## config.mk

```make
export PLATFORM = sky130hd
export DESIGN_NAME = tlelm_lane_mapper
export DESIGN_NICKNAME = d
export VERILOG_FILES = /design/src/rtl/tlelm_pkg.sv /design/src/rtl/tlelm_lane_mapper.sv
export SDC_FILE = /design/constraint.sdc
export NUM_CORES = 1
export LEC_CHECK = 0
export ABC_AREA = 1
export BUFFER_PORTS_ARGS = -buffer_cell sky130_fd_sc_hd__buf_2
export CORE_MARGIN = 2
export CORE_UTILIZATION = 45
export CTS_BUF_LIST = sky130_fd_sc_hd__clkbuf_8
export CTS_CLUSTER_DIAMETER = 30
export DETAILED_ROUTE_END_ITERATION = 16
export MAX_ROUTING_LAYER = met4
export PLACE_DENSITY = 0.69
export SKIP_LAST_GASP = 1
export SLEW_MARGIN = 20
export SYNTH_ARGS = -nofsm -noshare
export SYNTH_HDL_FRONTEND = slang
export SYNTH_SLANG_ARGS = --single-unit
export TNS_END_PERCENT = 100
```

## constraint.sdc

```tcl
create_clock -name clock -period 3.71 [get_ports clock]
set_input_delay 0.371 -clock clock [delete_from_list [all_inputs] [get_ports clock]]
set_output_delay 0.371 -clock clock [all_outputs]
set_load 0.02 [all_outputs]
```

## src/rtl/tlelm_pkg.sv

```systemverilog
// package for the true little-endian lane mapper: request and beat carriers, constants
// assumes one processor-side clock; beats go to a pci-side engine that can stall
package tlelm_pkg;

    localparam int LANES_PB  = 8;
    localparam int LANES_PCI = 4;
    localparam int ADDR_W    = 32;

    // transfer size codes in bytes, 0 stands for a full doubleword
    localparam logic [2:0] SIZE_DOUBLE = 3'h0;
    localparam logic [2:0] SIZE_BYTE   = 3'h1;
    localparam logic [2:0] SIZE_TWO    = 3'h2;
    localparam logic [2:0] SIZE_WORD   = 3'h4;

    // endian-mode codes
    localparam logic [1:0] END_TRUE_LE = 2'h3;

    // bit of the pci address that picks the upper doubleword
    localparam int A2_POS = 2;

    typedef struct packed {
        logic [ADDR_W-1:0]        addr;
        logic [2:0]               size;
        logic                     write;
        logic [LANES_PB*8-1:0]    data;
    } tlelm_req_s;

    typedef struct packed {
        logic [ADDR_W-1:0]        addr;
        logic [LANES_PCI-1:0]     byte_en;
        logic                     write;
        logic [LANES_PCI*8-1:0]   data;
        logic                     last;
    } tlelm_beat_s;

    typedef struct packed {
        logic [LANES_PCI*8-1:0]   data;
        logic                     last;
    } tlelm_rbeat_s;

endpackage : tlelm_pkg

```

## src/rtl/tlelm_lane_mapper.sv

```systemverilog
// true little-endian lane mapper: splits one processor access into one or two pci doublewords
// assumes processor-side request and pci-side beat engine share the processor bus clock
// Summary of operation
// (RULE1) bytes keep relative significance; only byte addressing changes
// (RULE2) address bits pass to pci without swap or modification
// (RULE3) most significant processor lane goes to most significant pci lane
// (RULE4) msb is lowest address on processor side, highest on pci side
// (RULE5) lanes 0-3 to a1:0 11..00 with a2 low; 4-7 with a2 high
// (RULE6) software must not enable four-byte reads with true little-endian
// (RULE7) memory-versus-io select must be zero with true little-endian code
// (RULE8) four-byte reads stay allowed under all other endian modes
// (RULE9) split transfers send the a2-low doubleword before the a2-high one
// (RULE10) only tabled size and start-address pairs are accepted
`timescale 1ns/1ps
module tlelm_lane_mapper (
    input  wire logic                   clock,
    input  wire logic                   reset_n,
    input  wire logic [1:0]             endian_mode,
    input  wire logic                   four_byte_read_en,
    input  wire logic                   mem_io_sel,
    input  wire logic                   req_valid,
    input  wire tlelm_pkg::tlelm_req_s  req,
    output logic                        req_ready,
    output logic                        req_error,
    output logic                        cfg_conflict,
    output logic                        beat_valid,
    output tlelm_pkg::tlelm_beat_s      beat,
    input  wire logic                   beat_ready,
    input  wire logic                   rbeat_valid,
    input  wire tlelm_pkg::tlelm_rbeat_s rbeat,
    output logic                        rdata_valid,
    output logic [63:0]                 rdata
);
    typedef enum logic [2:0] {
        TLELM_IDLE  = 3'b001,
        TLELM_SEND  = 3'b010,
        TLELM_READ  = 3'b100
    } tlelm_state_e;

    tlelm_state_e  state_r;
    tlelm_state_e  state_nxt;

    // (RULE10) legal size/start pairs of the lane map
    function automatic logic legal_pair(input logic [2:0] size, input logic [2:0] sa);
        case (size)
            3'h1:    legal_pair = 1'b1;
            3'h2:    legal_pair = (sa[0] == 1'b0);
            3'h3:    legal_pair = (sa[1] == 1'b0);
            3'h4:    legal_pair = (sa[1:0] == 2'h0);
            3'h5:    legal_pair = (sa == 3'h0) || (sa == 3'h3);
            3'h6:    legal_pair = (sa == 3'h0) || (sa == 3'h2);
            3'h7:    legal_pair = (sa == 3'h0) || (sa == 3'h1);
            default: legal_pair = (sa == 3'h0);
        endcase
    endfunction : legal_pair

    // processor lanes touched: size bytes from start address, size 0 means eight
    function automatic logic [7:0] lane_mask(input logic [2:0] size, input logic [2:0] sa);
        logic [15:0] m;
        m = 16'h0;
        m = (size == 3'h0) ? 16'h00ff : ((16'h0001 << size) - 16'h0001);
        m = m << sa;
        lane_mask = m[7:0];
    endfunction : lane_mask

    logic                   is_true_le;
    logic [2:0]             start_addr;
    logic [7:0]             pb_mask;
    logic                   need_lo;
    logic                   need_hi;
    logic                   legal;
    assign is_true_le = (endian_mode == tlelm_pkg::END_TRUE_LE);
    assign start_addr = req.addr[2:0];
    assign pb_mask    = lane_mask(req.size, start_addr);
    assign need_lo    = |pb_mask[3:0];
    assign need_hi    = |pb_mask[7:4];
    assign legal      = legal_pair(req.size, start_addr);

    // processor lane i (i=0 most significant) sits in bits [63-8i -: 8] of req.data
    // pci lane with a[1:0]=k sits in bits [8k+7:8k]; lane j of a half goes to k = 3-j
    logic [31:0]            pci_lo;
    logic [31:0]            pci_hi;
    logic [3:0]             be_lo;
    logic [3:0]             be_hi;
    genvar                  g;
    generate
        for (g = 0; g < 4; g++) begin : g_lane
            assign pci_lo[(3-g)*8 +: 8] = req.data[63-8*g -: 8];     // RULE3
            assign pci_hi[(3-g)*8 +: 8] = req.data[31-8*g -: 8];     // RULE5
            assign be_lo[3-g]           = pb_mask[g];                // RULE5
            assign be_hi[3-g]           = pb_mask[g+4];              // RULE4
        end
    endgenerate

    logic [31:0]            base_addr;
    assign base_addr = {req.addr[31:3], 3'h0};                      // RULE2

    // latched request
    tlelm_pkg::tlelm_req_s  hold_r;
    logic [31:0]            lo_data_r;
    logic [31:0]            hi_data_r;
    logic [3:0]             lo_be_r;
    logic [3:0]             hi_be_r;
    logic                   lo_pend_r;
    logic                   hi_pend_r;
    logic [31:0]            base_r;

    logic                   accept;
    logic                   reject;
    logic                   beat_done;
    logic                   send_hi;
    logic                   read_done;
    assign accept    = (state_r == TLELM_IDLE) && req_valid && is_true_le && legal;
    assign reject    = (state_r == TLELM_IDLE) && req_valid && !(is_true_le && legal);
    assign beat_done = beat_valid && beat_ready;
    assign send_hi   = !lo_pend_r;                                   // RULE9
    assign read_done = (state_r == TLELM_READ) && rbeat_valid && rbeat.last;

    always_comb begin
        state_nxt = state_r;
        case (state_r)
            TLELM_IDLE: if (accept) state_nxt = TLELM_SEND;
            TLELM_SEND: if (beat_done && beat.last) begin
                state_nxt = hold_r.write ? TLELM_IDLE : TLELM_READ;
            end
            TLELM_READ: if (read_done) state_nxt = TLELM_IDLE;
            default:    state_nxt = TLELM_IDLE;
        endcase
    end

    always_ff @(posedge clock or negedge reset_n) begin
        if (!reset_n) begin
            state_r <= TLELM_IDLE;
        end else begin
            state_r <= state_nxt;
        end
    end

    always_ff @(posedge clock or negedge reset_n) begin
        if (!reset_n) begin
            hold_r    <= '0;
            lo_data_r <= 32'h0;
            hi_data_r <= 32'h0;
            lo_be_r   <= 4'h0;
            hi_be_r   <= 4'h0;
            lo_pend_r <= 1'b0;
            hi_pend_r <= 1'b0;
            base_r    <= 32'h0;
        end else if (accept) begin
            hold_r    <= req;
            lo_data_r <= pci_lo;                                     // RULE1
            hi_data_r <= pci_hi;
            lo_be_r   <= be_lo;
            hi_be_r   <= be_hi;
            lo_pend_r <= need_lo;
            hi_pend_r <= need_hi;
            base_r    <= base_addr;
        end else if (beat_done) begin
            if (lo_pend_r) lo_pend_r <= 1'b0;                        // RULE9
            else           hi_pend_r <= 1'b0;
        end
    end

    // beat output registers, reloaded from pending halves
    tlelm_pkg::tlelm_beat_s beat_nxt;
    logic                   bvalid_nxt;
    logic                   lo_next;
    logic                   hi_next;
    assign lo_next = accept ? need_lo : (beat_done ? 1'b0 : lo_pend_r);
    assign hi_next = accept ? need_hi : (beat_done && send_hi ? 1'b0 : hi_pend_r);

    always_comb begin
        beat_nxt         = '0;
        beat_nxt.write   = accept ? req.write : hold_r.write;
        bvalid_nxt       = (state_nxt == TLELM_SEND) && (lo_next || hi_next);
        if (lo_next) begin
            beat_nxt.addr    = accept ? base_addr : base_r;          // RULE5
            beat_nxt.byte_en = accept ? be_lo : lo_be_r;
            beat_nxt.data    = accept ? pci_lo : lo_data_r;
            beat_nxt.last    = !hi_next;
        end else begin
            beat_nxt.addr    = (accept ? base_addr : base_r) | 32'h4; // RULE5
            beat_nxt.byte_en = accept ? be_hi : hi_be_r;
            beat_nxt.data    = accept ? pci_hi : hi_data_r;
            beat_nxt.last    = 1'b1;
        end
    end

    // read return: reassemble in the same lane order, low doubleword first
    logic                   rd_hi_r;
    logic [63:0]            rasm_r;
    logic [63:0]            rlane;
    logic                   rd_is_hi;
    assign rd_is_hi = rd_hi_r || !(|lo_be_r);
    generate
        for (g = 0; g < 4; g++) begin : g_rlane
            assign rlane[63-8*g -: 8] = rd_is_hi ? rasm_r[63-8*g -: 8] : rbeat.data[(3-g)*8 +: 8];
            assign rlane[31-8*g -: 8] = rd_is_hi ? rbeat.data[(3-g)*8 +: 8] : rasm_r[31-8*g -: 8];
        end
    endgenerate

    always_ff @(posedge clock or negedge reset_n) begin
        if (!reset_n) begin
            beat_valid   <= 1'b0;
            beat         <= '0;
            req_ready    <= 1'b0;
            req_error    <= 1'b0;
            cfg_conflict <= 1'b0;
            rdata_valid  <= 1'b0;
            rdata        <= 64'h0;
            rasm_r       <= 64'h0;
            rd_hi_r      <= 1'b0;
        end else begin
            beat_valid   <= bvalid_nxt;
            beat         <= beat_nxt;
            req_ready    <= accept || reject;
            req_error    <= reject;                                  // RULE10
            // only true little-endian clashes with four-byte reads or io select
            cfg_conflict <= is_true_le && (four_byte_read_en || mem_io_sel); // RULE6 RULE7 RULE8
            rdata_valid  <= read_done;
            if (accept) begin
                rd_hi_r <= 1'b0;
            // first half of a split read returns while the second beat is still in flight
            end else if ((state_r != TLELM_IDLE) && rbeat_valid) begin
                rasm_r  <= rlane;
                rd_hi_r <= 1'b1;
                if (rbeat.last) rdata <= rlane;
            end
        end
    end

endmodule : tlelm_lane_mapper

```

==> impl_metrics.tcl, run 1 <==
set metrics [dict create \
    areaGrowthSynthToFinish_pct 28.5 \
    ys_seq_area_share_pct 60.4 \
    drtIter0Drc 675 \
    clock_latency_ns 0.56 \
    fill_cells 2168 \
    clk_pin_slew_worst_paths_ns 0.06 \
    nNetsFinal 1766 \
    power_mw 13.1 \
    vias 9532 \
    grt_overflow 0 \
    synth.area.top_cells "dfrtp_1, nand2_1, o21ai_0, inv_1, buf_4" \
    viasPerCell 4.75 \
    fin_setup_tns_ns 0 \
    final_cell_area_um2 15000 \
    coreArea_um2 25300 \
    required_ns 4.15 \
    path_delay_family "simple AND/OR/NAND/NOR gates" \
    peakVddDrop_uv 487 \
    postCtsResizedCells 0 \
    cpMaxStageDelayCell "dfstp_2" \
    ys_seq_elements 281 \
    maxSlewViolCount 0 \
    final-setup-viol-count 0 \
    ant_nets 0 \
    final_util_pct 59.1 \
    fp-row-count 58 \
    skew_ns 0.0249 \
    synth_most_common_cell "nand2_1" \
    period_minus_slack_ns 3.02 \
    post_cts_buffers 0 \
    synthFlopType "dfrtp_1" \
    finalHoldViolCount 0 \
    grt_pass1_wl_mm 44.5 \
    first_pass_iters 5 \
    io_buffers 278 \
    post-route-period-util_pct 81.4 \
    antenna_found_initial 4 \
    die_h_um 165 \
    yosysTopAreaCellShare_pct 60.1 \
    max_freq_ghz 0.331 \
    netlist_area_um2 11700 \
    critical_path_class "reg -> reg" \
    wl_per_cell_um 13.8 \
    synth_cell_types 33 \
    hold_path_class "in -> reg" \
    yosysTopAreaCell "dfrtp_1" \
    cts-root-buf "clkbuf_8" \
    placed_area_um2 13100 \
    ios 281 \
    synth_edf_count 0 \
    initial_core_util_pct 46.0 \
    synthTopCellsByCount "nand2_1, dfrtp_1, o21ai_0, inv_1, clkbuf_1" \
    max_slew.worst_pin.slew_ns 0.927 \
    cpPeakStageDelay_ns 0.54 \
    drive_gt1_share_pct 24.1 \
    crit_path_start_kind "flip-flop" \
    cp-end-kind "flip-flop" \
    htree_levels 2 \
    cellPowerDensity_nw_per_um2 875 \
    critPathBufInv 2 \
    cts_tree "built" \
    avgSynthCellArea_um2 8.70 \
    clk_path_buf_depth 3 \
    gp_congestion 0.986 \
    cp_max_fo 67 \
    timing.slew.headroom_pct 38.2 \
    wl_mm 27.7 \
    rsz0062_at_grt "false" \
    leakagePower_nw 8.12 \
    die_w_um 165 \
    yosys_warnings 0 \
    clock_sinks 281 \
    hpwlAfterDp_mm 18.0 \
    status "finished, final reports clean" \
    worst-endpoint-arrival_ns 3.46 \
    die_area_um2 27200 \
    drc 0 \
    cts_buffers 56 \
    path_cells "nand3_1 > nor2_1 > nand3_4 > clkinv_2 > nand2_1 > nand2_2 > buf_12 > o21ai_0" \
    async_reset_ff_share_pct 100 \
    grt_max_degree 129 \
    grt_pass1_vias 9175 \
    synth_cells 1339 \
    grt_use_total_pct 20.9 \
    maxCapViolCount 0 \
]
-- worst min-delay path: stages --
cell     delay [ns]
buf_2          0.07
nand2_1        0.04
nand2_1        0.07
-- stage by stage --
step | worst slack (ns) | std cells | hold WS [ns]
floorplan | 1.85 | 1340 | 0.0754
global placement | 0.739 | 1857 | 0.456
detailed placement | 0.670 | 1857 | 0.463
CTS | 0.674 | 2001 | 0.00109
global route | 0.424 | 2005 | 0.0119
finish | 0.690 | 2005 | 0.0255
-- power breakdown --
group	total [mW]	switching, mW	internal, mW
Clock	3.99	1.38	2.61
Sequential	5.01	0.606	4.41
Combinational	4.11	2.71	1.39
-- routing by layer --
metal,share of wire (%),track usage (%),vias to the layer above
met5,0,-,-
met4,1.5,5.77,0
met3,7.6,6.13,40
met2,47,33.3,283
met1,44,26.1,4449
li1,-,-,4760
-- area by class of cell --
cell class	instances	area, um^2	area share (%)
timing repair buffer	329	1950	13.1
antenna	4	10.0	0.0668
clock buffer	69	950	6.34
clock inverter	37	520	3.48
multi-input combinational	858	3730	24.9
sequential	281	7030	47.0
tap	330	413	2.76
inverter	97	368	2.46
-- repair_timing --
action / 4_1_cts / 5_1_grt
hold endpoints to repair: 151 / 0
endpoints found under the setup margin: 0 / 0
hold buffers: 38 / 0
-- placed cells by master (no fill, tap or decap), types with 3 or more instances in the layout --
cell type / instances
buf_12: 6
clkbuf_8: 69
bufinv_16: 13
o21ai_0: 175
dlygate4sd3_1: 38
buf_2: 277
dfrtp_1: 280
inv_1: 102
o21ai_1: 30
clkinv_2: 9
nor3_1: 3
nor2_1: 45
buf_4: 7
nand3_1: 17
clkinvlp_4: 4
nand2_1: 499
diode_2: 4
a21oi_1: 38
and2_1: 32
-- kinds of logic (layout without fill, tap and decap cells) --
kind of cell | after synthesis | after routing | share of synthesized area [%]
flip-flops | 281 | 281 | 60.4
other | 1 | 6 | 0.0322
adder cells (fa/ha/maj) | 1 | 1 | 0.107
AND/OR/NAND/NOR | 604 | 604 | 20.5
AO/OA/AOI/OAI | 251 | 251 | 11.0
buffers and inverters | 201 | 532 | 8.00
-- registers in the layout, indices dropped and copies added (netlist names) --
signal        count
cfg_conflict      1
rasm_r           64
beat             67
base_r            2
lo_be_r           4
hi_be_r           4
lo_data_r        32
req_error         1
rd_hi_r           1
rdata_valid       1
lo_pend_r         1
hi_pend_r         1
rdata            64
state_r           3
hi_data_r        32
beat_valid        1
req_ready         1
hold_r            1
-- path summary, 6_finish.rpt --
path,startpoint,to,slack (ns),cells after the start
worst max-delay path,state_r[0],beat[9],0.69,8
worst min-delay path,req[44],lo_data_r[12],0.03,3
worst max register to register,state_r[0],beat[9],0.69,8
worst min register to register,beat[56],beat[56],0.47,2
max in group asynchronous,reset_n,hi_data_r[13],2.24,3
min in group asynchronous,reset_n,beat[60],0.47,2
(Power assumes the default switching activity.)
==> inputs of run 2 (changes only) <==
==> constraint.sdc (replaced) <==
create_clock -name clock -period 2.8 [get_ports clock]
set_input_delay 0.28 -clock clock [delete_from_list [all_inputs] [get_ports clock]]
set_output_delay 0.28 -clock clock [all_outputs]
set_load 0.02 [all_outputs]
==> run 2 against run 1 <==
  * Worst setup slack got worse by 0.088 ns
  * Fmax rose by 37%
  * Wire length rose by 1.8%
  * Combinational power grew 34%
  * Clock-buffer cell count shrank 1
  * Critical path type unchanged
==> impl_metrics.tcl, run 2 (synthesis results as in run 1) <==
set metrics [dict create \
    grt_use_total_pct 21.6 \
    drive_gt1_share_pct 23.5 \
    grt_max_degree 129 \
    max_slew.worst_pin.slew_ns 0.683 \
    cts_tree "built" \
    hold_path_class "in -> reg" \
    fin_setup_tns_ns 0 \
    initial_core_util_pct 46.0 \
    cts_hold_buf 68 \
    drtIter0Drc 621 \
    cp_max_fo 49 \
    fill_cells 2220 \
    cts-root-buf "clkbuf_8" \
    crit_path_start_kind "flip-flop" \
    die_area_um2 27200 \
    cp.depth 8 \
    cpPeakStageDelay_ns 0.55 \
    critPathBufInv 2 \
    die_w_um 165 \
    cellPowerDensity_nw_per_um2 1080 \
    pre_cts_slack_ns 0.422 \
    post-route-period-util_pct 78.5 \
    grt_pass1_wl_mm 46.2 \
    max_freq_ghz 0.455 \
    antenna_found_initial 0 \
    viasPerCell 4.81 \
    period_minus_slack_ns 2.20 \
    busiest_layer "met2" \
    ant_nets 0 \
    path_cells "nand3_1 > nor2_1 > nand3_4 > clkinv_2 > buf_4 > nand2_1 > and2_1 > o21ai_1" \
    fp-row-count 58 \
    final_cell_mix "nand2_1, dfrtp_1, buf_2" \
    final-setup-viol-count 0 \
    die_h_um 165 \
    grt_overflow 0 \
    multi_input_area_um2 3730 \
    post_cts_buffers 0 \
    cts_buffers 55 \
    use_met3_pct 5.83 \
    htree_levels 2 \
    maxCapViolCount 0 \
    clk_pin_slew_worst_paths_ns 0.05 \
    timing.slew.headroom_pct 54.5 \
    status "finished, final reports clean" \
    final_common_cell "nand2_1" \
    r2r_cells 8 \
    worst_slack_ns 0.602 \
    postCtsResizedCells 0 \
    wl_per_cell_um 13.9 \
    cpMaxStageDelayCell "dfstp_2" \
    critical_path_class "reg -> reg" \
    drc 0 \
    clock_sinks 281 \
    timing.rr.start "state_r[0]" \
    worst-endpoint-arrival_ns 2.67 \
    path_delay_family "simple AND/OR/NAND/NOR gates" \
    grt_pass1_vias 9832 \
    first_pass_iters 5 \
    ios 281 \
    globalRouteMet1Util_pct 26.7 \
    wl_mm 28.3 \
    hp-start "req[5]" \
    required_ns 3.28 \
    areaGrowthSynthToFinish_pct 28.9 \
    reg_top3 "beat x67, rasm_r x64, rdata x64" \
    ff_latch_area_um2 7030 \
    maxSlewViolCount 0 \
    hpwlAfterDp_mm 18.3 \
    coreArea_um2 25300 \
    finalHoldViolCount 0 \
    holdPathStages 4 \
    io_buffers 278 \
    clk_path_buf_depth 3 \
    skew_ns 0.0297 \
    grtUsageMet2_pct 33.9 \
    peakVddDrop_uv 571 \
    largest_register_ffs 67 \
    gp_congestion 0.975 \
    leakagePower_nw 8.15 \
    clock_latency_ns 0.58 \
    nNetsFinal 1805 \
    regMostFlops "beat" \
    cp-end-kind "flip-flop" \
    vias 9785 \
    startpoint "state_r[0]" \
    rsz0062_at_grt "false" \
]
==> run 2: cell count changes in the layout (fill, tap and decap cells not counted), sizes merged <==
cell,before,now
clkbuf,69,68
clkinvlp,4,7
dlygate4sd3,38,68
inv,107,111
clkinv,10,7
buf,291,301
bufinv,13,2
diode,4,1
==> run 2: per-layer routing <==
metal	part of all wire (%)	vias up	routed length, um
met2	47	313	13300
met1	42	4568	11900
met5	0	-	0
met3	7.3	74	2070
met4	3.5	0	988
li1	-	4830	-
==> run 2: layout make-up <==
type | count | share of cell area [%]
Tap cell | 330 | 2.75
Clock buffer | 68 | 6.23
Clock inverter | 30 | 1.42
Multi-Input combinational cell | 858 | 24.8
Inverter | 97 | 2.45
Antenna cell | 1 | 0.0167
Timing Repair Buffer | 369 | 15.5
Sequential cell | 281 | 46.8
==> run 2: worst paths after layout <==
check,end,slack [ns]
max,beat[19],0.60
min,hi_data_r[5],0.04
max reg2reg,beat[19],0.60
min reg2reg,base_r[2],0.46
max in group asynchronous,rdata[9],1.67
min in group asynchronous,beat[54],0.32
==> run 2: per-stage QoR <==
step | area, um^2 | hold WS [ns] | std cells | utilization [%] | power (mW)
global placement | 13200 | 0.339 | 1867 | 52.1 | 12.0
CTS | 15000 | 0.00329 | 2033 | 59.3 | 16.4
global route | 15000 | 0.0215 | 2033 | 59.3 | 17.5
detailed placement | 13200 | 0.334 | 1867 | 52.1 | 12.2
floorplan | 11700 | -0.0156 | 1340 | - | 10.4
finish | 15000 | 0.0439 | 2034 | 59.3 | 16.3
==> run 2: tightest hold or removal path, stage by stage <==
cell and delay (ns):
buf_2 0.07, nand2_1 0.04, and2_1 0.13, inv_1 0.05
==> run 2: report_power, final <==
group	leakage, nW	internal [mW]	switching (mW)
sequential	3.58	5.84	0.805
clock	0.623	2.39	1.73
combinational	3.94	1.90	3.60
